File: src/rtl/kpi_pkg.sv
/*
 * Package for the key and port input interrupt front end: register
 * indices, field positions, reset values and trap vector offsets.
 * Assumes a 32-bit AXI4-Lite register bus; byte address is four times
 * the register index.
 */
package kpi_pkg;

   ////////////////////////////////////////////////////////////////////
   // Register indices (byte address = index * 4)
   localparam logic [29:0] IDX_PRIO01  = 30'h0004_0260;
   localparam logic [29:0] IDX_PRIO23  = 30'h0004_0261;
   localparam logic [29:0] IDX_PRIOKEY = 30'h0004_0262;
   localparam logic [29:0] IDX_PRIO45  = 30'h0004_026c;
   localparam logic [29:0] IDX_PRIO67  = 30'h0004_026d;
   localparam logic [29:0] IDX_EN03    = 30'h0004_0270;
   localparam logic [29:0] IDX_EN47    = 30'h0004_0277;
   localparam logic [29:0] IDX_FLAG03  = 30'h0004_0280;
   localparam logic [29:0] IDX_FLAG47  = 30'h0004_0287;
   localparam logic [29:0] IDX_DREQ03  = 30'h0004_0290;
   localparam logic [29:0] IDX_DREQ47  = 30'h0004_0293;
   localparam logic [29:0] IDX_DEN03   = 30'h0004_0294;
   localparam logic [29:0] IDX_DEN47   = 30'h0004_0297;
   localparam logic [29:0] IDX_PSEL1   = 30'h0004_02c6;
   localparam logic [29:0] IDX_PSEL2   = 30'h0004_02c7;
   localparam logic [29:0] IDX_POL     = 30'h0004_02c8;
   localparam logic [29:0] IDX_EDGE    = 30'h0004_02c9;
   localparam logic [29:0] IDX_KSEL    = 30'h0004_02ca;
   localparam logic [29:0] IDX_KMASK0  = 30'h0004_02cc;
   localparam logic [29:0] IDX_KMASK1  = 30'h0004_02cd;
   localparam logic [29:0] IDX_KCMP0   = 30'h0004_02ce;
   localparam logic [29:0] IDX_KCMP1   = 30'h0004_02cf;
   localparam logic [29:0] IDX_TRAP    = 30'h0004_8134;

   ////////////////////////////////////////////////////////////////////
   // Field positions
   localparam int LVL_EVEN_LSB = 0;
   localparam int LVL_ODD_LSB  = 4;
   localparam int KEY0_BIT     = 4;
   localparam int KEY1_BIT     = 5;
   localparam int PORT_HI_LSB  = 2;
   localparam int DMA_HI_LSB   = 4;
   localparam int KSEL0_LSB    = 0;
   localparam int KSEL1_LSB    = 2;
   localparam logic [7:0] PRIO_MASK = 8'h77;

   ////////////////////////////////////////////////////////////////////
   // Reset values and trap vectors
   localparam logic [7:0]  RST_BYTE      = 8'h00;
   localparam logic [31:0] TRAP_BASE_RST = 32'h00c0_0000;
   localparam logic [31:0] VEC_PORT_LO   = 32'h0000_0040;
   localparam logic [31:0] VEC_KEY       = 32'h0000_0050;
   localparam logic [31:0] VEC_PORT_HI   = 32'h0000_0110;

   ////////////////////////////////////////////////////////////////////
   // Bus responses
   localparam logic [1:0] RESP_OKAY   = 2'h0;
   localparam logic [1:0] RESP_SLVERR = 2'h2;

endpackage : kpi_pkg

File: src/rtl/kpi_input_irq.sv
/*
 * Key and port input interrupt front end with AXI4-Lite register slave.
 * Assumes all pins synchronous-safe after the two-stage synchroniser,
 * a CPU that takes int_req/int_level/int_vector, and an external DMA
 * engine that pulses dma_done when a triggered transfer finishes.
 */
// The AXI4-Lite register port is this design's own decision.
// Function
// - Key one group chosen by select bits 3:2
// - Key zero group chosen by select bits 1:0
// - Masked key pins never affect the condition
// - Compare bit gives per-pin active transition
// - Flag set on match turning into mismatch
// - Mismatch to mismatch never sets key flag
// - Flags set regardless of enable bit
// - Request needs flag and enable both set
// - Highest pending priority level presented only
// - Even level bits 2:0, odd bits 6:4
// - DMA mode triggers transfer, flag after done
// - Fixed trap vector offsets per factor
// - Trap table base is software relocatable
// - Each port factor selects one of four pins
// - Edge/level and polarity choose port trigger
`timescale 1ns/1ps
`default_nettype none

module kpi_input_irq
   import kpi_pkg::*;
(
   // Clock and reset
   input  wire logic        aclk,
   input  wire logic        aresetn,
   // AXI4-Lite slave
   input  wire logic [31:0] s_axi_awaddr,
   input  wire logic        s_axi_awvalid,
   output logic             s_axi_awready,
   input  wire logic [31:0] s_axi_wdata,
   input  wire logic [3:0]  s_axi_wstrb,
   input  wire logic        s_axi_wvalid,
   output logic             s_axi_wready,
   output logic [1:0]       s_axi_bresp,
   output logic             s_axi_bvalid,
   input  wire logic        s_axi_bready,
   input  wire logic [31:0] s_axi_araddr,
   input  wire logic        s_axi_arvalid,
   output logic             s_axi_arready,
   output logic [31:0]      s_axi_rdata,
   output logic [1:0]       s_axi_rresp,
   output logic             s_axi_rvalid,
   input  wire logic        s_axi_rready,
   // Input pins
   input  wire logic [4:0]  group_five_pins,
   input  wire logic [7:0]  group_six_pins,
   input  wire logic [7:0]  port0_pins,
   input  wire logic [7:0]  port2_pins,
   input  wire logic [3:0]  port3_pins,
   // Intelligent DMA, bit i drives channel of port factor i
   output logic [7:0]       dma_trigger,
   input  wire logic [7:0]  dma_done,
   // CPU interrupt request
   output logic             int_req,
   output logic [2:0]       int_level,
   output logic [3:0]       int_factor,
   output logic [31:0]      int_vector
);

   ////////////////////////////////////////////////////////////////////
   // Helpers
   function automatic logic hit(input logic [31:0] addr, input logic [29:0] idx);
      hit = (addr[31:2] == idx);
   endfunction : hit

   function automatic logic [31:0] vec_offset(input int idx);
      if (idx < 4) begin
         vec_offset = VEC_PORT_LO + 32'(idx * 4);
      end else if (idx < 8) begin
         vec_offset = VEC_PORT_HI + 32'((idx - 4) * 4);
      end else begin
         vec_offset = VEC_KEY + 32'((idx - 8) * 4);
      end
   endfunction : vec_offset

   ////////////////////////////////////////////////////////////////////
   // Registers
   logic [7:0]  prio01, prio23, priokey, prio45, prio67;
   logic [7:0]  en03, en47, dreq03, dreq47, den03, den47;
   logic [7:0]  psel1, psel2, pol, edge_sel, ksel;
   logic [4:0]  key0_pin_mask, key0_compare;
   logic [3:0]  key1_pin_mask, key1_compare;
   logic [31:0] trap_base_reg;
   logic [9:0]  flags;
   logic [31:0] rd_word;
   logic        rd_known;
   wire         wr_known;

   ////////////////////////////////////////////////////////////////////
   // Bus handshake
   wire wr_take = s_axi_awvalid & s_axi_wvalid & ~s_axi_awready & ~s_axi_bvalid;
   wire wr_fire = s_axi_awvalid & s_axi_awready & s_axi_wvalid & s_axi_wready;
   wire rd_take = s_axi_arvalid & ~s_axi_arready & ~s_axi_rvalid;
   wire rd_fire = s_axi_arvalid & s_axi_arready;
   wire wb0     = wr_fire & s_axi_wstrb[0];
   wire [7:0] wd = s_axi_wdata[7:0];

   wire w_prio01 = wb0 & hit(s_axi_awaddr, IDX_PRIO01);
   wire w_prio23 = wb0 & hit(s_axi_awaddr, IDX_PRIO23);
   wire w_priok  = wb0 & hit(s_axi_awaddr, IDX_PRIOKEY);
   wire w_prio45 = wb0 & hit(s_axi_awaddr, IDX_PRIO45);
   wire w_prio67 = wb0 & hit(s_axi_awaddr, IDX_PRIO67);
   wire w_en03   = wb0 & hit(s_axi_awaddr, IDX_EN03);
   wire w_en47   = wb0 & hit(s_axi_awaddr, IDX_EN47);
   wire w_flag03 = wb0 & hit(s_axi_awaddr, IDX_FLAG03);
   wire w_flag47 = wb0 & hit(s_axi_awaddr, IDX_FLAG47);
   wire w_dreq03 = wb0 & hit(s_axi_awaddr, IDX_DREQ03);
   wire w_dreq47 = wb0 & hit(s_axi_awaddr, IDX_DREQ47);
   wire w_den03  = wb0 & hit(s_axi_awaddr, IDX_DEN03);
   wire w_den47  = wb0 & hit(s_axi_awaddr, IDX_DEN47);
   wire w_psel1  = wb0 & hit(s_axi_awaddr, IDX_PSEL1);
   wire w_psel2  = wb0 & hit(s_axi_awaddr, IDX_PSEL2);
   wire w_pol    = wb0 & hit(s_axi_awaddr, IDX_POL);
   wire w_edge   = wb0 & hit(s_axi_awaddr, IDX_EDGE);
   wire w_ksel   = wb0 & hit(s_axi_awaddr, IDX_KSEL);
   wire w_kmask0 = wb0 & hit(s_axi_awaddr, IDX_KMASK0);
   wire w_kmask1 = wb0 & hit(s_axi_awaddr, IDX_KMASK1);
   wire w_kcmp0  = wb0 & hit(s_axi_awaddr, IDX_KCMP0);
   wire w_kcmp1  = wb0 & hit(s_axi_awaddr, IDX_KCMP1);
   wire w_trap   = wr_fire & hit(s_axi_awaddr, IDX_TRAP);

   always_ff @(posedge aclk) begin
      if (!aresetn) begin
         s_axi_awready <= 1'b0;
         s_axi_wready  <= 1'b0;
         s_axi_bvalid  <= 1'b0;
         s_axi_bresp   <= RESP_OKAY;
         s_axi_arready <= 1'b0;
         s_axi_rvalid  <= 1'b0;
         s_axi_rresp   <= RESP_OKAY;
         s_axi_rdata   <= 32'h0000_0000;
      end else begin
         s_axi_awready <= wr_take;
         s_axi_wready  <= wr_take;
         s_axi_arready <= rd_take;
         if (wr_fire) begin
            s_axi_bvalid <= 1'b1;
            s_axi_bresp  <= wr_known ? RESP_OKAY : RESP_SLVERR;
         end else if (s_axi_bready) begin
            s_axi_bvalid <= 1'b0;
         end
         if (rd_fire) begin
            s_axi_rvalid <= 1'b1;
            s_axi_rdata  <= rd_word;
            s_axi_rresp  <= rd_known ? RESP_OKAY : RESP_SLVERR;
         end else if (s_axi_rready) begin
            s_axi_rvalid <= 1'b0;
         end
      end
   end

   ////////////////////////////////////////////////////////////////////
   // Register file; reserved bits are never stored so they read as zero
   always_ff @(posedge aclk) begin
      if (!aresetn) begin
         {prio01, prio23, priokey, prio45, prio67} <= {5{RST_BYTE}};
         {en03, en47, dreq03, dreq47, den03, den47} <= {6{RST_BYTE}};
         {psel1, psel2, pol, edge_sel, ksel} <= {5{RST_BYTE}};
         key0_pin_mask <= 5'h00;
         key0_compare  <= 5'h00;
         key1_pin_mask <= 4'h0;
         key1_compare  <= 4'h0;
         trap_base_reg <= TRAP_BASE_RST;
      end else begin
         if (w_prio01) prio01 <= wd & PRIO_MASK;
         if (w_prio23) prio23 <= wd & PRIO_MASK;
         if (w_priok)  priokey <= wd & PRIO_MASK;
         if (w_prio45) prio45 <= wd & PRIO_MASK;
         if (w_prio67) prio67 <= wd & PRIO_MASK;
         if (w_en03)   en03 <= wd & 8'h3f;
         if (w_en47)   en47 <= wd & 8'h3c;
         if (w_dreq03) dreq03 <= wd & 8'h0f;
         if (w_dreq47) dreq47 <= wd & 8'hf0;
         if (w_den03)  den03 <= wd & 8'h0f;
         if (w_den47)  den47 <= wd & 8'hf0;
         if (w_psel1)  psel1 <= wd;
         if (w_psel2)  psel2 <= wd;
         if (w_pol)    pol <= wd;
         if (w_edge)   edge_sel <= wd;
         if (w_ksel)   ksel <= wd & 8'h0f;
         if (w_kmask0) key0_pin_mask <= wd[4:0];
         if (w_kmask1) key1_pin_mask <= wd[3:0];
         if (w_kcmp0)  key0_compare <= wd[4:0];
         if (w_kcmp1)  key1_compare <= wd[3:0];
         for (int b = 0; b < 4; b++) begin
            if (w_trap && s_axi_wstrb[b]) trap_base_reg[8*b +: 8] <= s_axi_wdata[8*b +: 8];
         end
      end
   end

   ////////////////////////////////////////////////////////////////////
   // Read decode
   wire [7:0] flag03_rd = {2'b00, flags[9], flags[8], flags[3:0]};
   wire [7:0] flag47_rd = {2'b00, flags[7:4], 2'b00};
   wire [31:0] ra = s_axi_araddr;
   wire [31:0] wa = s_axi_awaddr;
   assign wr_known = hit(wa, IDX_PRIO01) | hit(wa, IDX_PRIO23) | hit(wa, IDX_PRIOKEY)
                 | hit(wa, IDX_PRIO45) | hit(wa, IDX_PRIO67) | hit(wa, IDX_EN03)
                 | hit(wa, IDX_EN47) | hit(wa, IDX_FLAG03) | hit(wa, IDX_FLAG47)
                 | hit(wa, IDX_DREQ03) | hit(wa, IDX_DREQ47) | hit(wa, IDX_DEN03)
                 | hit(wa, IDX_DEN47) | hit(wa, IDX_PSEL1) | hit(wa, IDX_PSEL2)
                 | hit(wa, IDX_POL) | hit(wa, IDX_EDGE) | hit(wa, IDX_KSEL)
                 | hit(wa, IDX_KMASK0) | hit(wa, IDX_KMASK1) | hit(wa, IDX_KCMP0)
                 | hit(wa, IDX_KCMP1) | hit(wa, IDX_TRAP);

   always_comb begin
      rd_known = 1'b1;
      rd_word  = 32'h0000_0000;
      if (hit(ra, IDX_PRIO01)) rd_word[7:0] = prio01;
      else if (hit(ra, IDX_PRIO23)) rd_word[7:0] = prio23;
      else if (hit(ra, IDX_PRIOKEY)) rd_word[7:0] = priokey;
      else if (hit(ra, IDX_PRIO45)) rd_word[7:0] = prio45;
      else if (hit(ra, IDX_PRIO67)) rd_word[7:0] = prio67;
      else if (hit(ra, IDX_EN03)) rd_word[7:0] = en03;
      else if (hit(ra, IDX_EN47)) rd_word[7:0] = en47;
      else if (hit(ra, IDX_FLAG03)) rd_word[7:0] = flag03_rd;
      else if (hit(ra, IDX_FLAG47)) rd_word[7:0] = flag47_rd;
      else if (hit(ra, IDX_DREQ03)) rd_word[7:0] = dreq03;
      else if (hit(ra, IDX_DREQ47)) rd_word[7:0] = dreq47;
      else if (hit(ra, IDX_DEN03)) rd_word[7:0] = den03;
      else if (hit(ra, IDX_DEN47)) rd_word[7:0] = den47;
      else if (hit(ra, IDX_PSEL1)) rd_word[7:0] = psel1;
      else if (hit(ra, IDX_PSEL2)) rd_word[7:0] = psel2;
      else if (hit(ra, IDX_POL)) rd_word[7:0] = pol;
      else if (hit(ra, IDX_EDGE)) rd_word[7:0] = edge_sel;
      else if (hit(ra, IDX_KSEL)) rd_word[7:0] = ksel;
      else if (hit(ra, IDX_KMASK0)) rd_word[4:0] = key0_pin_mask;
      else if (hit(ra, IDX_KMASK1)) rd_word[3:0] = key1_pin_mask;
      else if (hit(ra, IDX_KCMP0)) rd_word[4:0] = key0_compare;
      else if (hit(ra, IDX_KCMP1)) rd_word[3:0] = key1_compare;
      else if (hit(ra, IDX_TRAP)) rd_word = trap_base_reg;
      else rd_known = 1'b0;
   end

   ////////////////////////////////////////////////////////////////////
   // Pin synchroniser; second stage is the only reader of the first
   logic [32:0] sync1, sync2;
   // Reset zeros are not pin levels; events wait until flops and history are real
   logic [2:0]  pins_live;
   always_ff @(posedge aclk) begin
      if (!aresetn) begin
         sync1     <= 33'h0_0000_0000;
         sync2     <= 33'h0_0000_0000;
         pins_live <= 3'h0;
      end else begin
         sync1 <= {port3_pins, port2_pins, port0_pins, group_six_pins, group_five_pins};
         sync2 <= sync1;
         pins_live <= {pins_live[1:0], 1'b1};
      end
   end
   wire [4:0] k5s = sync2[4:0];
   wire [7:0] k6s = sync2[12:5];
   wire [7:0] p0s = sync2[20:13];
   wire [7:0] p2s = sync2[28:21];
   wire [3:0] p3s = sync2[32:29];

   ////////////////////////////////////////////////////////////////////
   // Port input factors
   wire [15:0] psel = {psel2, psel1};
   wire [7:0]  sel_pin;
   wire [7:0]  port_evt;
   logic [7:0] pin_prev;
   for (genvar i = 0; i < 8; i++) begin : g_port
      wire [1:0] code = psel[2*i +: 2];
      wire       alt;
      if (i < 5) begin : g_lo
         assign alt = k5s[i];
      end else begin : g_hi
         assign alt = p3s[i-4];
      end
      assign sel_pin[i] = (code == 2'h3) ? p2s[i] : (code == 2'h2) ? p0s[i]
                        : (code == 2'h1) ? alt : k6s[i];
      assign port_evt[i] = pins_live[2] & (edge_sel[i]
                         ? (pol[i] ? (sel_pin[i] & ~pin_prev[i]) : (~sel_pin[i] & pin_prev[i]))
                         : (sel_pin[i] == pol[i]));
   end

   ////////////////////////////////////////////////////////////////////
   // Key input factors
   wire [1:0] ks0 = ksel[KSEL0_LSB +: 2];
   wire [1:0] ks1 = ksel[KSEL1_LSB +: 2];
   wire [4:0] key0_in = (ks0 == 2'h3) ? p2s[4:0] : (ks0 == 2'h2) ? p0s[4:0]
                      : (ks0 == 2'h1) ? k6s[4:0] : k5s;
   wire [3:0] key1_in = (ks1 == 2'h3) ? p2s[7:4] : (ks1 == 2'h2) ? p0s[7:4]
                      : (ks1 == 2'h1) ? k6s[7:4] : k6s[3:0];
   // Compare bit is the pin's idle level, so leaving it is the active edge
   wire key0_match = (((key0_in ^ key0_compare) & key0_pin_mask) == 5'h00);
   wire key1_match = (((key1_in ^ key1_compare) & key1_pin_mask) == 4'h0);
   logic key0_was_match, key1_was_match;
   wire key0_evt = pins_live[2] & key0_was_match & ~key0_match;
   wire key1_evt = pins_live[2] & key1_was_match & ~key1_match;

   ////////////////////////////////////////////////////////////////////
   // Factor flags; a set in the clearing cycle wins
   wire [7:0] dma_mode = (dreq47 | dreq03) & (den47 | den03);
   wire [9:0] set_vec  = {key1_evt, key0_evt,
                          (port_evt & ~dma_mode) | (dma_done & dma_mode)};
   wire [9:0] clr_vec  = {w_flag03 & wd[KEY1_BIT], w_flag03 & wd[KEY0_BIT],
                          {4{w_flag47}} & wd[PORT_HI_LSB +: 4], {4{w_flag03}} & wd[3:0]};
   wire [9:0] next_flags = (flags & ~clr_vec) | set_vec;

   always_ff @(posedge aclk) begin
      if (!aresetn) begin
         flags          <= 10'h000;
         pin_prev       <= 8'h00;
         key0_was_match <= 1'b0;
         key1_was_match <= 1'b0;
         dma_trigger    <= 8'h00;
      end else begin
         flags          <= next_flags;
         pin_prev       <= sel_pin;
         key0_was_match <= key0_match;
         key1_was_match <= key1_match;
         dma_trigger    <= port_evt & dma_mode;
      end
   end

   ////////////////////////////////////////////////////////////////////
   // Priority selection toward the CPU
   wire [9:0] enables = {en03[KEY1_BIT], en03[KEY0_BIT], en47[PORT_HI_LSB +: 4], en03[3:0]};
   wire [9:0] pend    = flags & enables;
   wire [2:0] lvl [10];
   assign lvl[0] = prio01[LVL_EVEN_LSB +: 3];
   assign lvl[1] = prio01[LVL_ODD_LSB +: 3];
   assign lvl[2] = prio23[LVL_EVEN_LSB +: 3];
   assign lvl[3] = prio23[LVL_ODD_LSB +: 3];
   assign lvl[4] = prio45[LVL_EVEN_LSB +: 3];
   assign lvl[5] = prio45[LVL_ODD_LSB +: 3];
   assign lvl[6] = prio67[LVL_EVEN_LSB +: 3];
   assign lvl[7] = prio67[LVL_ODD_LSB +: 3];
   assign lvl[8] = priokey[LVL_EVEN_LSB +: 3];
   assign lvl[9] = priokey[LVL_ODD_LSB +: 3];

   logic        best_found;
   logic [2:0]  best_lvl;
   logic [3:0]  best_idx;
   logic [31:0] best_off;
   // Ties go to the lower factor number; a fixed order keeps it simple
   always_comb begin
      best_found = 1'b0;
      best_lvl   = 3'h0;
      best_idx   = 4'h0;
      best_off   = 32'h0000_0000;
      for (int j = 0; j < 10; j++) begin
         if (pend[j] && (!best_found || lvl[j] > best_lvl)) begin
            best_found = 1'b1;
            best_lvl   = lvl[j];
            best_idx   = 4'(j);
            best_off   = vec_offset(j);
         end
      end
   end

   // CPU side still applies its own enable and level gate on these
   always_ff @(posedge aclk) begin
      if (!aresetn) begin
         int_req    <= 1'b0;
         int_level  <= 3'h0;
         int_factor <= 4'h0;
         int_vector <= TRAP_BASE_RST;
      end else begin
         int_req    <= best_found;
         int_level  <= best_lvl;
         int_factor <= best_idx;
         int_vector <= trap_base_reg + best_off;
      end
   end

   ////////////////////////////////////////////////////////////////////
   // Checks
   logic [2:0] max_pend_lvl;
   always_comb begin
      max_pend_lvl = 3'h0;
      for (int j = 0; j < 10; j++) begin
         if (pend[j] && lvl[j] > max_pend_lvl) max_pend_lvl = lvl[j];
      end
   end
endmodule : kpi_input_irq

`default_nettype wire

File: config.mk
export PLATFORM = sky130hd
export DESIGN_NAME = kpi_input_irq
export DESIGN_NICKNAME = d
export VERILOG_FILES = /design/src/rtl/kpi_pkg.sv /design/src/rtl/kpi_input_irq.sv
export SDC_FILE = /design/constraint.sdc
export NUM_CORES = 1
export LEC_CHECK = 0
export ABC_CLOCK_PERIOD_IN_PS = 23200
export BUFFER_PORTS_ARGS = -buffer_cell sky130_fd_sc_hd__buf_4
export CORE_MARGIN = 10
export CORE_UTILIZATION = 25
export CTS_BUF_LIST = sky130_fd_sc_hd__clkbuf_4
export DETAILED_ROUTE_END_ITERATION = 10
export GPL_ROUTABILITY_DRIVEN = 0
export SYNTH_ARGS = -nofsm -noshare
export SYNTH_HDL_FRONTEND = slang
export SYNTH_SLANG_ARGS = --single-unit
File: constraint.sdc
create_clock -name aclk -period 23.2 [get_ports aclk]
set_input_delay 0 -clock aclk [delete_from_list [all_inputs] [get_ports aclk]]
set_output_delay 0 -clock aclk [all_outputs]
set_load 0.01 [all_outputs]
==> impl_results.md <==
* Vias at roughly 15,000
* Worst Skew at roughly 0.08 ns
* Initial drt markers at 1,525
* CP arrival at 16.59 ns
* Mux cell area share after synthesis at 0.08781
* Fin crit share at 0.6869
* Gr usage total at 0.1607
* DRC violations left at 0
* Clock Latency Late Sink at around 0.82 ns
* Internal Power at 0.8494 mW
* Unique masters post-synth at a little over 90
* Max cap viols at 0
* Crit path kind: register to register
* WL/cell at between 15 and 20 um
* Total CTS buffers at 82
* Top post-synthesis cells by count: dfxtp_1 (315), nand2_1 (189), nor2_1 (179), a21oi_1 (128), and2_1 (96)
* Slowest cell on crit path: o21ai_0
* WP data required at approximately 24 ns
* Initial antenna violation count at 2
* EDFF count, synth at 0
* P_leak at ~8.4 nW
* Dominant cell type by area after synthesis: dfxtp_1
* Post-synthesis sequential area ratio at 0.4227
* Crit-path max FO at 11
* Setup slack after layout at between 7 and 8 ns
* Switching Fraction at 0.2523
* Die H at 264.3 um
* Simple-Gate Fraction of Synth Area at 0.2396
* Total Nets Final at approximately 2,400
* Avg Inst Size Synth at ~8.8 sq um
* Grt total ovfl at 0
* Combinational group share of total power at 0.082
* Yosys warns at 0
* CTS hold repair buffers at about 260
* Seq pwr share at 0.486
* Area grow syn2layout at 40.65%
* Max Freq at 62.75 MHz
* Clk root buf: clkbuf_4
* Synth Area in Compound Gates at 0.1569
* # IOs at around 240
* XOR/XNOR share of the synthesized area at 0.03053
* Switching power at approximately 0.29 mW
* Area of placed instances at between 15,000 and 20,000 sq um
* Post-CTS Resized at 0
* Hpwl dp at between 40 and 50 mm
* Clock power frac at 0.432
* Ys async rst share at 0
* Worst-margin pin slew at about 1.2 ns
* Adder-cell share of the synthesized area at 0.02734
* Worst-case vdd ir drop at about 0.038 mV
* Vias in the first global route at about 16,000
* Worst hold-check path type: primary input to register
* Drt first pass iters at 6
* Worst-path clk slew at roughly 0.060 ns
* Layout cells sized above 1 at 0.1890
* Post-synth top area share at 0.4227
* Cell Pwr Density at about 54 nW/um^2
* Post-CTS setup buffer count at 0
* Seq cells post-synth at 315
* Largest net degree at the start of global routing at 110
* Slew headroom at 0.1833
* Status: finished clean
* Placed Cells incl. Taps at 2,622
* Die area at approximately 70,000 sq um
* Synth Flop Type: dfxtp_1
* Post-DRT Antenna Nets at 0
* First-pass GRT wire length at 89.55 mm
* Row Count at between 80 and 90
* Final Hold Viols at 0
* Pre-CTS WS at 7.563 ns
* Min Tclk post-route at ~16 ns
* Crit start category: register
* Routed wire length at between 50 and 60 mm
* Most frequent CP cell: ha_1
* Port Buffers at between 200 and 250
* Die W at 264.3 um
* Core Area at 59,020 sq um
* Vias per cell at about 5
* Synth top area cells: dfxtp_1 (42%), mux2i_1 (6.0%), nand2_1 (4.8%)
* Post-Route Setup TNS at 0 ns
* Crit-path max cell delay at approximately 0.62 ns
* Clock Tree Buf Depth at 3
* Final setup vio count at 0
* Final Max Tran Viols at 0
* Clock Sinks at 315
* RSZ-0062 raised after global routing: false
* Fin area at ~21,000 sq um
* Gate Count Post-Synth at 1,698
* Most frequent cell after synthesis: dfxtp_1
* Final Instance Count excl. Fillers at roughly 3,000
* Synth Cell Area at about 15,000 sq um
* CTS tree: built
* Initial Util at 0.2528
* Largest family of logic cells by synthesized area: simple AND/OR/NAND/NOR gates
* Critical Path Sink Type: register
* H-tree depth at 3
path summary, 6_finish.rpt:
path | from | end | slack (ns) | cells after the start
min reg2reg | sync1[15]$_SDFF_PN0_ | sync2[15]$_SDFF_PN0_ | 0.43 | 1
max reg2reg | flags[0]$_SDFF_PN0_ | int_vector[24]$_SDFF_PN0_ | 7.26 | 70
min | s_axi_awaddr[19] | ksel[1]$_SDFFE_PN0P_ | 0.08 | 8
max | flags[0]$_SDFF_PN0_ | int_vector[24]$_SDFF_PN0_ | 7.26 | 70
stage by stage:
stage	hold slack, ns	power (mW)	utilization
floorplan	0.02772	0.5922	-
global placement	0.2129	0.6264	0.2934
detailed placement	0.2104	0.6277	0.2934
CTS	0.007308	1.144	0.3554
global route	0.02585	1.180	0.3555
finish	0.07767	1.136	0.3555
layout by cell type (no fill, tap or decap), types with 29 or more instances in the layout:
| master | n |
|---|---|
| dfxtp_1 | 315 |
| dlygate4sd3_1 | 263 |
| buf_4 | 241 |
| nand2_1 | 189 |
| nor2_1 | 178 |
| a21oi_1 | 128 |
| clkbuf_4 | 116 |
| and2_1 | 96 |
| nand3_1 | 92 |
| mux2i_1 | 90 |
| o21ai_0 | 57 |
| inv_1 | 32 |
| ha_1 | 31 |
| a22o_1 | 29 |
metal layers:
| metal | global-route usage | vias up | part of all wire |
|---|---|---|---|
| met5 | 0 | - | 0 |
| met1 | 0.1904 | 7267 | 0.40 |
| li1 | - | 7104 | - |
| met2 | 0.2723 | 762 | 0.47 |
| met4 | 0.06486 | 0 | 0.037 |
| met3 | 0.04150 | 145 | 0.087 |
logic make-up after synthesis:
logic type | Yosys count
AOI/OAI and AO/OA | 355
xor gates and xnor gates | 52
adders and majority gates | 32
buffers and inverters | 124
DFF | 315
muxes | 109
other | 1
and+or+nand+nor | 710
final cells by class:
| type | instances | area [sq um] |
|---|---|---|
| inverters | 33 | 128.9 |
| clock inverters | 21 | 156.4 |
| fillers | 5964 | 38040 |
| repair buffers | 504 | 4442 |
| clock buffers | 116 | 870.8 |
| multi-input cells | 1260 | 8104 |
| flip-flops and latches | 315 | 6306 |
| well taps | 773 | 967.2 |
| diodes | 3 | 7.507 |
worst max-delay path: cells and delay by family, from the launching register on:
family | cells | cell delay, ns
multiplexers | 2 | 0.46
adder cells (fa/ha/maj) | 11 | 3.46
XOR/XNOR | 1 | 0.16
AO/OA/AOI/OAI | 35 | 8.10
AND/OR/NAND/NOR | 18 | 2.79
buffers and inverters | 3 | 0.36
flip-flops | 1 | 0.43
power groups by stage:
stage | clock (mW) | combinational [mW] | sequential (mW)
6_report | 0.491 | 0.0932 | 0.552
5_1_grt | 0.529 | 0.0990 | 0.552
4_1_cts | 0.502 | 0.0904 | 0.552
3_5_place_dp | 0 | 0.0637 | 0.564
3_3_place_gp | 0 | 0.0627 | 0.564
2_1_floorplan | 0 | 0.0296 | 0.563
Note: power is estimated with default switching activity, not from simulation.
